**src/spbc_pkg.sv**
```systemverilog
// constants and types for the spectral bank conversion block
`default_nettype none
package spbc_pkg;
	// ============================================================
	// sizes
	localparam int ADC_W = 16;
	localparam int CUR_W = 8;
	localparam int NCH = 6;
	localparam int NSENS = 3;
	localparam int NWORDS = NSENS * NCH;
	// ============================================================
	// register offsets (byte addresses)
	localparam logic [7:0] OFF_CTRL = 8'h00;
	localparam logic [7:0] OFF_PERIOD = 8'h04;
	localparam logic [7:0] OFF_STATUS = 8'h08;
	localparam logic [7:0] OFF_DATA0 = 8'h10;
	localparam logic [7:0] OFF_DATA_LAST = 8'h54;
	// ============================================================
	// field positions
	localparam int CTRL_MODE_LSB = 0;
	localparam int CTRL_INTEN_BIT = 2;
	localparam int STAT_READY_BIT = 0;
	localparam int STAT_BANK_BIT = 1;
	localparam int STAT_MODE_LSB = 2;
	// ============================================================
	// timing
	localparam int CLK_PERIOD_NS = 10;
	localparam int MIN_IT_NS = 2800000;
	localparam int MIN_IT_CYC = (MIN_IT_NS + CLK_PERIOD_NS - 1) / CLK_PERIOD_NS;
	// ============================================================
	// reset values and count full scale
	localparam logic [1:0] MODE_RST = 2'h0;
	localparam logic INTEN_RST = 1'b0;
	localparam logic [31:0] PERIOD_RST = 32'(MIN_IT_CYC);
	localparam logic [ADC_W-1:0] CNT_MAX = 16'hffff;
	// ============================================================
	// bank channel masks, bit 0 is the shortest wavelength
	localparam logic [NCH-1:0] MASK_MAIN_B0 = 6'h1e;
	localparam logic [NCH-1:0] MASK_MAIN_B1 = 6'h2d;
	localparam logic [NCH-1:0] MASK_COMP_B0 = 6'h17;
	localparam logic [NCH-1:0] MASK_COMP_B1 = 6'h2b;
	// ============================================================
	// types
	typedef enum logic [1:0] {
		SPBC_MODE0 = 2'b00,
		SPBC_MODE1 = 2'b01,
		SPBC_MODE2 = 2'b10
	} spbc_mode_t;
	typedef enum logic {
		SPBC_BANK_FIRST = 1'b0,
		SPBC_BANK_SECOND = 1'b1
	} spbc_bank_t;
	typedef struct packed {
		logic [NCH-1:0][CUR_W-1:0] cur;
	} spbc_pd_t;
	typedef struct packed {
		logic [NCH-1:0][ADC_W-1:0] cnt;
	} spbc_res_t;
endpackage
`default_nettype wire

```
**src/spbc_period_timer.sv**
```systemverilog
// integration period timer
`timescale 1ns/1ps
`default_nettype none
module spbc_period_timer
	import spbc_pkg::*;
(
	// clock and reset
	input wire logic ref_clk,
	input wire logic rst_b,
	// period in cycles, held stable through a period
	input wire logic [31:0] periodCyc,
	// end of period pulse
	output logic periodEnd
);
	logic [31:0] count_q;
	logic [31:0] count_d;
	wire logic [31:0] lastCount = periodCyc - 32'h1;

	assign periodEnd = (count_q >= lastCount);
	assign count_d = periodEnd ? 32'h0 : count_q + 32'h1;

	always_ff @(posedge ref_clk) begin
		if (!rst_b) begin
			count_q <= 32'h0;
		end else begin
			count_q <= count_d;
		end
	end
endmodule // spbc_period_timer
`default_nettype wire

```
**src/spbc_sensor.sv**
```systemverilog
// one six channel sensor: integrate, bank mask, double buffer
`timescale 1ns/1ps
`default_nettype none
module spbc_sensor
	import spbc_pkg::*;
#(
	parameter bit COMPANION = 1'b0
) (
	// clock and reset
	input wire logic ref_clk,
	input wire logic rst_b,
	// photodiode currents
	input wire spbc_pd_t pd,
	// sequencing
	input wire logic bankSel,
	input wire logic firstBank,
	input wire logic periodEnd,
	input wire logic commit,
	// results
	output spbc_res_t result
);
	logic [NCH-1:0][ADC_W-1:0] acc_q;
	logic [NCH-1:0][ADC_W-1:0] acc_d;
	logic [NCH-1:0][ADC_W-1:0] stage_q;
	logic [NCH-1:0][ADC_W-1:0] stage_d;
	logic [NCH-1:0][ADC_W-1:0] res_q;
	wire logic [NCH-1:0] mainMask = bankSel ? MASK_MAIN_B1 : MASK_MAIN_B0;
	wire logic [NCH-1:0] compMask = bankSel ? MASK_COMP_B1 : MASK_COMP_B0;
	wire logic [NCH-1:0] mask = COMPANION ? compMask : mainMask;

	for (genvar c = 0; c < NCH; c++) begin : g_ch
		wire logic [ADC_W:0] sum = {1'b0, acc_q[c]} + (ADC_W+1)'(pd.cur[c]);
		wire logic [ADC_W-1:0] sat = sum[ADC_W] ? CNT_MAX : sum[ADC_W-1:0];
		assign acc_d[c] = periodEnd ? '0 : (mask[c] ? sat : acc_q[c]);
		// the closing cycle's current counts too, so a period of P cycles integrates P samples
		assign stage_d[c] = mask[c] ? sat : (firstBank ? '0 : stage_q[c]);
	end

	assign result.cnt = res_q;

	always_ff @(posedge ref_clk) begin
		if (!rst_b) begin
			acc_q <= '0;
			stage_q <= '0;
			res_q <= '0;
		end else begin
			acc_q <= acc_d;
			if (periodEnd) begin
				stage_q <= stage_d;
			end
			if (commit) begin
				res_q <= stage_d;
			end
		end
	end
endmodule // spbc_sensor
`default_nettype wire

```
**src/spbc_top.sv**
```systemverilog
// spectral bank conversion: sequencer, apb registers, three sensors
`timescale 1ns/1ps
`default_nettype none
module spbc_top
	import spbc_pkg::*;
#(
	parameter int unsigned MIN_PERIOD_CYC = MIN_IT_CYC
) (
	// clock and reset
	input wire logic ref_clk,
	input wire logic rst_b,
	// apb slave
	input wire logic psel,
	input wire logic penable,
	input wire logic pwrite,
	input wire logic [7:0] paddr,
	input wire logic [31:0] pwdata,
	output logic [31:0] prdata,
	output logic pready,
	output logic pslverr,
	// photodiode currents
	input wire spbc_pd_t pdMaster,
	input wire spbc_pd_t pdCompA,
	input wire spbc_pd_t pdCompB,
	// alert
	output logic intAlert_b
);
	// ============================================================
	// state
	logic [1:0] bankMode_q;
	logic intEn_q;
	logic [31:0] period_q;
	spbc_mode_t activeMode_q;
	logic [31:0] activePeriod_q;
	spbc_bank_t bank_q;
	spbc_bank_t bank_d;
	logic ready_q;
	logic intAlertB_q;
	logic [31:0] prdata_q;
	logic pslverr_q;
	logic periodEnd;
	spbc_res_t resMaster;
	spbc_res_t resCompA;
	spbc_res_t resCompB;

	// ============================================================
	// apb decode
	wire logic setupPh = psel && !penable;
	wire logic accessPh = psel && penable;
	wire logic wrEn = accessPh && pwrite;
	wire logic hitCtrl = (paddr == OFF_CTRL);
	wire logic hitPeriod = (paddr == OFF_PERIOD);
	wire logic hitStatus = (paddr == OFF_STATUS);
	wire logic hitData = (paddr >= OFF_DATA0) && (paddr <= OFF_DATA_LAST)
		&& (paddr[1:0] == 2'b00);
	wire logic mapped = hitCtrl || hitPeriod || hitStatus || hitData;
	wire logic [7:0] dataOff = paddr - OFF_DATA0;
	wire logic [4:0] dataIdx = dataOff[6:2];
	wire logic dataRead = accessPh && !pwrite && hitData;

	// ============================================================
	// sequencing
	wire logic needTwo = (activeMode_q == SPBC_MODE2);
	wire logic commit = periodEnd && (!needTwo || (bank_q == SPBC_BANK_SECOND));
	wire logic cycleStart = commit;
	wire logic firstBank = (bank_q == SPBC_BANK_FIRST);
	wire logic bankSel = needTwo ? (bank_q == SPBC_BANK_SECOND) : activeMode_q[0];
	wire logic [1:0] modeIn = (bankMode_q == 2'b11) ? SPBC_MODE2 : bankMode_q;
	wire logic [31:0] minPeriod = 32'(MIN_PERIOD_CYC);
	wire logic [31:0] periodIn = (period_q < minPeriod) ? minPeriod : period_q;

	always_comb begin
		bank_d = bank_q;
		if (periodEnd) begin
			unique case (bank_q)
				SPBC_BANK_FIRST: begin
					bank_d = needTwo ? SPBC_BANK_SECOND : SPBC_BANK_FIRST;
				end
				SPBC_BANK_SECOND: begin
					bank_d = SPBC_BANK_FIRST;
				end
			endcase
		end
	end

	// ============================================================
	// ready and alert
	wire logic ready_d = commit || (ready_q && !dataRead);
	wire logic alertB_d = !(intEn_q && ready_d);

	// ============================================================
	// read data
	wire logic [NWORDS-1:0][ADC_W-1:0] allCnt = {resCompB.cnt, resCompA.cnt, resMaster.cnt};
	wire logic [31:0] ctrlWord = {29'h0, intEn_q, bankMode_q};
	wire logic [31:0] statWord = {28'h0, activeMode_q, bank_q, ready_q};
	wire logic [31:0] dataWord = {16'h0, allCnt[dataIdx]};
	wire logic [31:0] rdData = hitCtrl ? ctrlWord :
		hitPeriod ? period_q :
		hitStatus ? statWord :
		hitData ? dataWord : 32'h0;

	assign prdata = prdata_q;
	assign pready = 1'b1;
	assign pslverr = pslverr_q;
	assign intAlert_b = intAlertB_q;

	// ============================================================
	// registers
	always_ff @(posedge ref_clk) begin
		if (!rst_b) begin
			bankMode_q <= MODE_RST;
			intEn_q <= INTEN_RST;
			period_q <= PERIOD_RST;
		end else if (wrEn && hitCtrl) begin
			bankMode_q <= pwdata[CTRL_MODE_LSB +: 2];
			intEn_q <= pwdata[CTRL_INTEN_BIT];
		end else if (wrEn && hitPeriod) begin
			period_q <= pwdata;
		end
	end

	always_ff @(posedge ref_clk) begin
		if (!rst_b) begin
			activeMode_q <= SPBC_MODE0;
			activePeriod_q <= 32'(MIN_PERIOD_CYC);
		end else if (cycleStart) begin
			activeMode_q <= spbc_mode_t'(modeIn);
			activePeriod_q <= periodIn;
		end
	end

	always_ff @(posedge ref_clk) begin
		if (!rst_b) begin
			bank_q <= SPBC_BANK_FIRST;
			ready_q <= 1'b0;
			intAlertB_q <= 1'b1;
		end else begin
			bank_q <= bank_d;
			ready_q <= ready_d;
			intAlertB_q <= alertB_d;
		end
	end

	always_ff @(posedge ref_clk) begin
		if (!rst_b) begin
			prdata_q <= 32'h0;
			pslverr_q <= 1'b0;
		end else if (setupPh) begin
			prdata_q <= pwrite ? 32'h0 : rdData;
			pslverr_q <= !mapped;
		end
	end

	// ============================================================
	// timer and sensors
	spbc_period_timer u_timer (
		.ref_clk(ref_clk),
		.rst_b(rst_b),
		.periodCyc(activePeriod_q),
		.periodEnd(periodEnd)
	);

	// master and companions share one bank selection
	spbc_sensor #(.COMPANION(1'b0)) u_master (
		.ref_clk(ref_clk),
		.rst_b(rst_b),
		.pd(pdMaster),
		.bankSel(bankSel),
		.firstBank(firstBank),
		.periodEnd(periodEnd),
		.commit(commit),
		.result(resMaster)
	);

	spbc_sensor #(.COMPANION(1'b1)) u_comp_a (
		.ref_clk(ref_clk),
		.rst_b(rst_b),
		.pd(pdCompA),
		.bankSel(bankSel),
		.firstBank(firstBank),
		.periodEnd(periodEnd),
		.commit(commit),
		.result(resCompA)
	);

	spbc_sensor #(.COMPANION(1'b1)) u_comp_b (
		.ref_clk(ref_clk),
		.rst_b(rst_b),
		.pd(pdCompB),
		.bankSel(bankSel),
		.firstBank(firstBank),
		.periodEnd(periodEnd),
		.commit(commit),
		.result(resCompB)
	);
endmodule // spbc_top
`default_nettype wire

```
**config.mk**
```make
export PLATFORM = sky130hd
export DESIGN_NAME = spbc_top
export DESIGN_NICKNAME = d
export VERILOG_FILES = /design/src/spbc_pkg.sv /design/src/spbc_period_timer.sv /design/src/spbc_sensor.sv /design/src/spbc_top.sv
export SDC_FILE = /design/constraint.sdc
export NUM_CORES = 2
export LEC_CHECK = 0
export BUFFER_PORTS_ARGS = -buffer_cell sky130_fd_sc_hd__clkbuf_2
export CORE_MARGIN = 5
export CORE_UTILIZATION = 45
export DETAILED_ROUTE_END_ITERATION = 8
export GPL_TIMING_DRIVEN = 0
export SYNTH_ARGS = -nofsm -noshare
export SYNTH_HDL_FRONTEND = slang
export SYNTH_SLANG_ARGS = --single-unit
```
**constraint.sdc**
```tcl
create_clock -name ref_clk -period 10.7 [get_ports ref_clk]
set_clock_uncertainty 0.05 [all_clocks]
set_input_delay 2.14 -clock ref_clk [delete_from_list [all_inputs] [get_ports ref_clk]]
set_output_delay 2.14 -clock ref_clk [all_outputs]
set_load 0.01 [all_outputs]
```
==> qor.csv <==
metric,value,unit
DP Cell Count,6674,
Worst R2R End,u_comp_a.result[63],
CTS tree,built,
Synth Flop Type,dfxtp_1,
Mapped Area,44700,um2
"Setup violations, final",0,
Starting Density,45.4,%
number of DRC markers in iteration 0,4771,
Clock Tree Buf Depth,3,
post-synthesis register bit count,905,
Final ANT Viol Nets,0,
gp weighted congestion,1.01,
post-synth cell types,86,
top post-synthesis cells by count,"905 x dfxtp_1, 609 x nand2_1, 500 x nor2_1, 421 x a21oi_1, 337 x o21ai_0",
initial antenna violation count,13,
VDD IR max,0.133,mV
CP peak stage delay,1.05,ns
worst reg2reg path depth,16,
Rel. slew slack,-5.98,%
worst r2r src,activePeriod_q[2],
setup TNS after final layout,0,ns
failing checks,"max-capacitance violations, max-slew violations",
CP required,11.25,ns
post-route minimum period,6.50,ns
Ports,224,
Max Fclk,154,MHz
Die H,325,um
CP Class,reg -> reg,
share of flip-flops with an asynchronous set or reset,0,%
"Slew Viols, Final",22,
WP data arrival,7.06,ns
Num CTS Buffers,99,
Synth area leaders,"dfxtp_1 41%, nand2_1 5.1%, ha_1 5.0%, a21oi_1 4.7%, nor2_1 4.2%",
routed len/inst,27.4,um
routed wire length,188000,um
first-pass GRT wire length,267000,um
Post-synth EDFFs,0,
final hold violation count,0,
kind of cell adding the most delay to the critical path,simple AND/OR/NAND/NOR gates,
R2R setup slack,4.20,ns
Total GRT Usage,33.9,%
clk sinks,905,
net count after synthesis,5553,
min-delay src,u_comp_a.stage_q[88],
drt drc,0,
DP HPWL,145000,um
num rows,115,
CP cell instances,"nor3_1, nand3_1, or3_4, nand2b_1, or2_2, nor3b_1, xnor2_1, ha_1, nand4_1, nor4_1, o21ai_1, a211oi_1, clkbuf_1, clkbuf_1, nand3_1, o211ai_1",
RSZ-0062 raised after global routing,false,
crit start category,flip-flop,
Worst path slowest cell,clkbuf_1,
I/O Buffers,221,
Leak,20.1,nW
hold-fix buffers at CTS,0,
vias in the first global route,39100,
Post-Synthesis Mean Instance Area,8.66,um2
Die W,325,um
post-CTS repair timing setup buffer count,0,
"Buf+Inv Stages, Crit Path",2,
worst skew pair latency,0.70,ns
"Seq/Total Area, Yosys",40.5,%
top-count cell post-synth,dfxtp_1,
Total Nets Final,5875,
Gate Count Post-Synth,5166,
core area,98600,um2
status,"complete, but fails checks",
max cap viols,2,
synth warn,0,
TritonRoute pass-1 iters,6,
PD cells,179,nW/um2
CTS H-Tree Depth,3,
final non-filler cell total,6859,
vias per inst,6.18,
"Core Util, Final",51.7,%
grt ovf,0,
share of cells above drive strength 1,10.9,%
Critical Path End Type,flip-flop,
post-cts sizing count,0,
"area leader, netlist",dfxtp_1,
clock-pin slew on the worst setup and hold paths,0.06,ns
Hold WC Path Type,reg -> reg,
die area,106000,um2
vias post-DR,42400,
hold path cells,1,
clock root buffer,clkbuf_16,
Hold EP,u_comp_a.stage_q[88],
top cell type's share of synthesized area,40.5,%
crit share post-route,60.8,%
pin count of the biggest net entering global routing,14,
layout overhead on the synthesized area,13.9,%
Least-Margin Pin Slew,1.59,ns
CP Max Fanout,10,
flip-flops by register name, indices dropped and copies added (netlist names), 32 cells and up:
name and cells:
u_comp_b.stage_q 64, activePeriod_q 32, u_comp_a.result 96, prdata 32, u_comp_b.acc_q 96, u_comp_b.result 96, period_q 32, u_comp_a.acc_q 96
u_master.acc_q 96, u_timer.count_q 32, u_master.result 96, u_master.stage_q 64, u_comp_a.stage_q 64
final cells by class:
type	instances	area, um2
Antenna cell	8	20.0
Buffer	312	1320
Clock buffer	136	2870
Clock inverter	41	589
Fill cell	9459	47600
Inverter	119	447
Multi-Input combinational cell	3830	24900
Sequential cell	905	18100
Tap cell	1287	1610
Timing Repair Buffer	221	1110
metrics by stage:
stage	power, mW	hold slack, ns	setup slack (ns)	cell area, um2
after CTS	9.12	0.395	4.39	50900
after global placement	5.46	0.372	4.23	47400
after global routing	9.44	0.414	3.89	50900
after detailed placement	5.48	0.383	4.41	47400
final	9.13	0.395	4.20	50900
after floorplan	4.83	0.318	5.84	44700
cell families (layout without fill, tap and decap cells):
kind of cell    count (synthesis)  after routing  synth area share [%]
xor+xnor                      181            181                  3.54
fa+ha+maj                     198            198                  5.84
flops                         905            905                  40.5
other cells                     1              9               0.00838
compound gates               1607           1607                  23.5
simple gates                 1692           1692                  17.1
mux                           151            151                  5.64
buf+inv                       431            829                  3.94
power breakdown:
part           switching, mW  internal (mW)  leakage [nW]
sequential            0.0795           3.51          7.32
combinational           1.22          0.626          11.1
clock                   1.51           2.19          1.69
total                   2.81           6.32          20.1
how the worst max path moves through the flow:
stage / from / to / slack, ns / cells after the start
global placement: activePeriod_q[2] / u_comp_b.acc_q[65] / 4.23 / 17
CTS: activePeriod_q[2] / u_comp_a.result[63] / 4.39 / 16
floorplan: paddr[4] / prdata[12] / 5.84 / 11
finish: activePeriod_q[2] / u_comp_a.result[63] / 4.20 / 16
detailed placement: activePeriod_q[2] / u_timer.count_q[24] / 4.41 / 17
global route: activePeriod_q[2] / u_comp_a.result[63] / 3.89 / 16
cells in the final DEF (no fill, tap or decap), types with 70 or more instances in the layout:
cell	n
dfxtp_1	905
nand2_1	609
nor2_1	500
a21oi_1	421
o21ai_0	337
clkbuf_2	223
clkbuf_1	210
ha_1	180
nand3_1	141
a21o_1	125
inv_1	119
xnor2_1	111
a211oi_1	101
nor3_1	100
clkbuf_16	100
a22o_1	86
buf_2	85
mux4_2	80
a22oi_1	72
xor2_1	70
per-layer routing:
metal | vias to the layer above | GRT usage, % | wire length (um)
li1 | 19400 | - | -
met1 | 20300 | 43.7 | 75200
met2 | 2190 | 52.0 | 80500
met3 | 493 | 7.29 | 18200
met4 | 8 | 20.6 | 13900
met5 | - | 0 | 55
(Power assumes the default switching activity.)
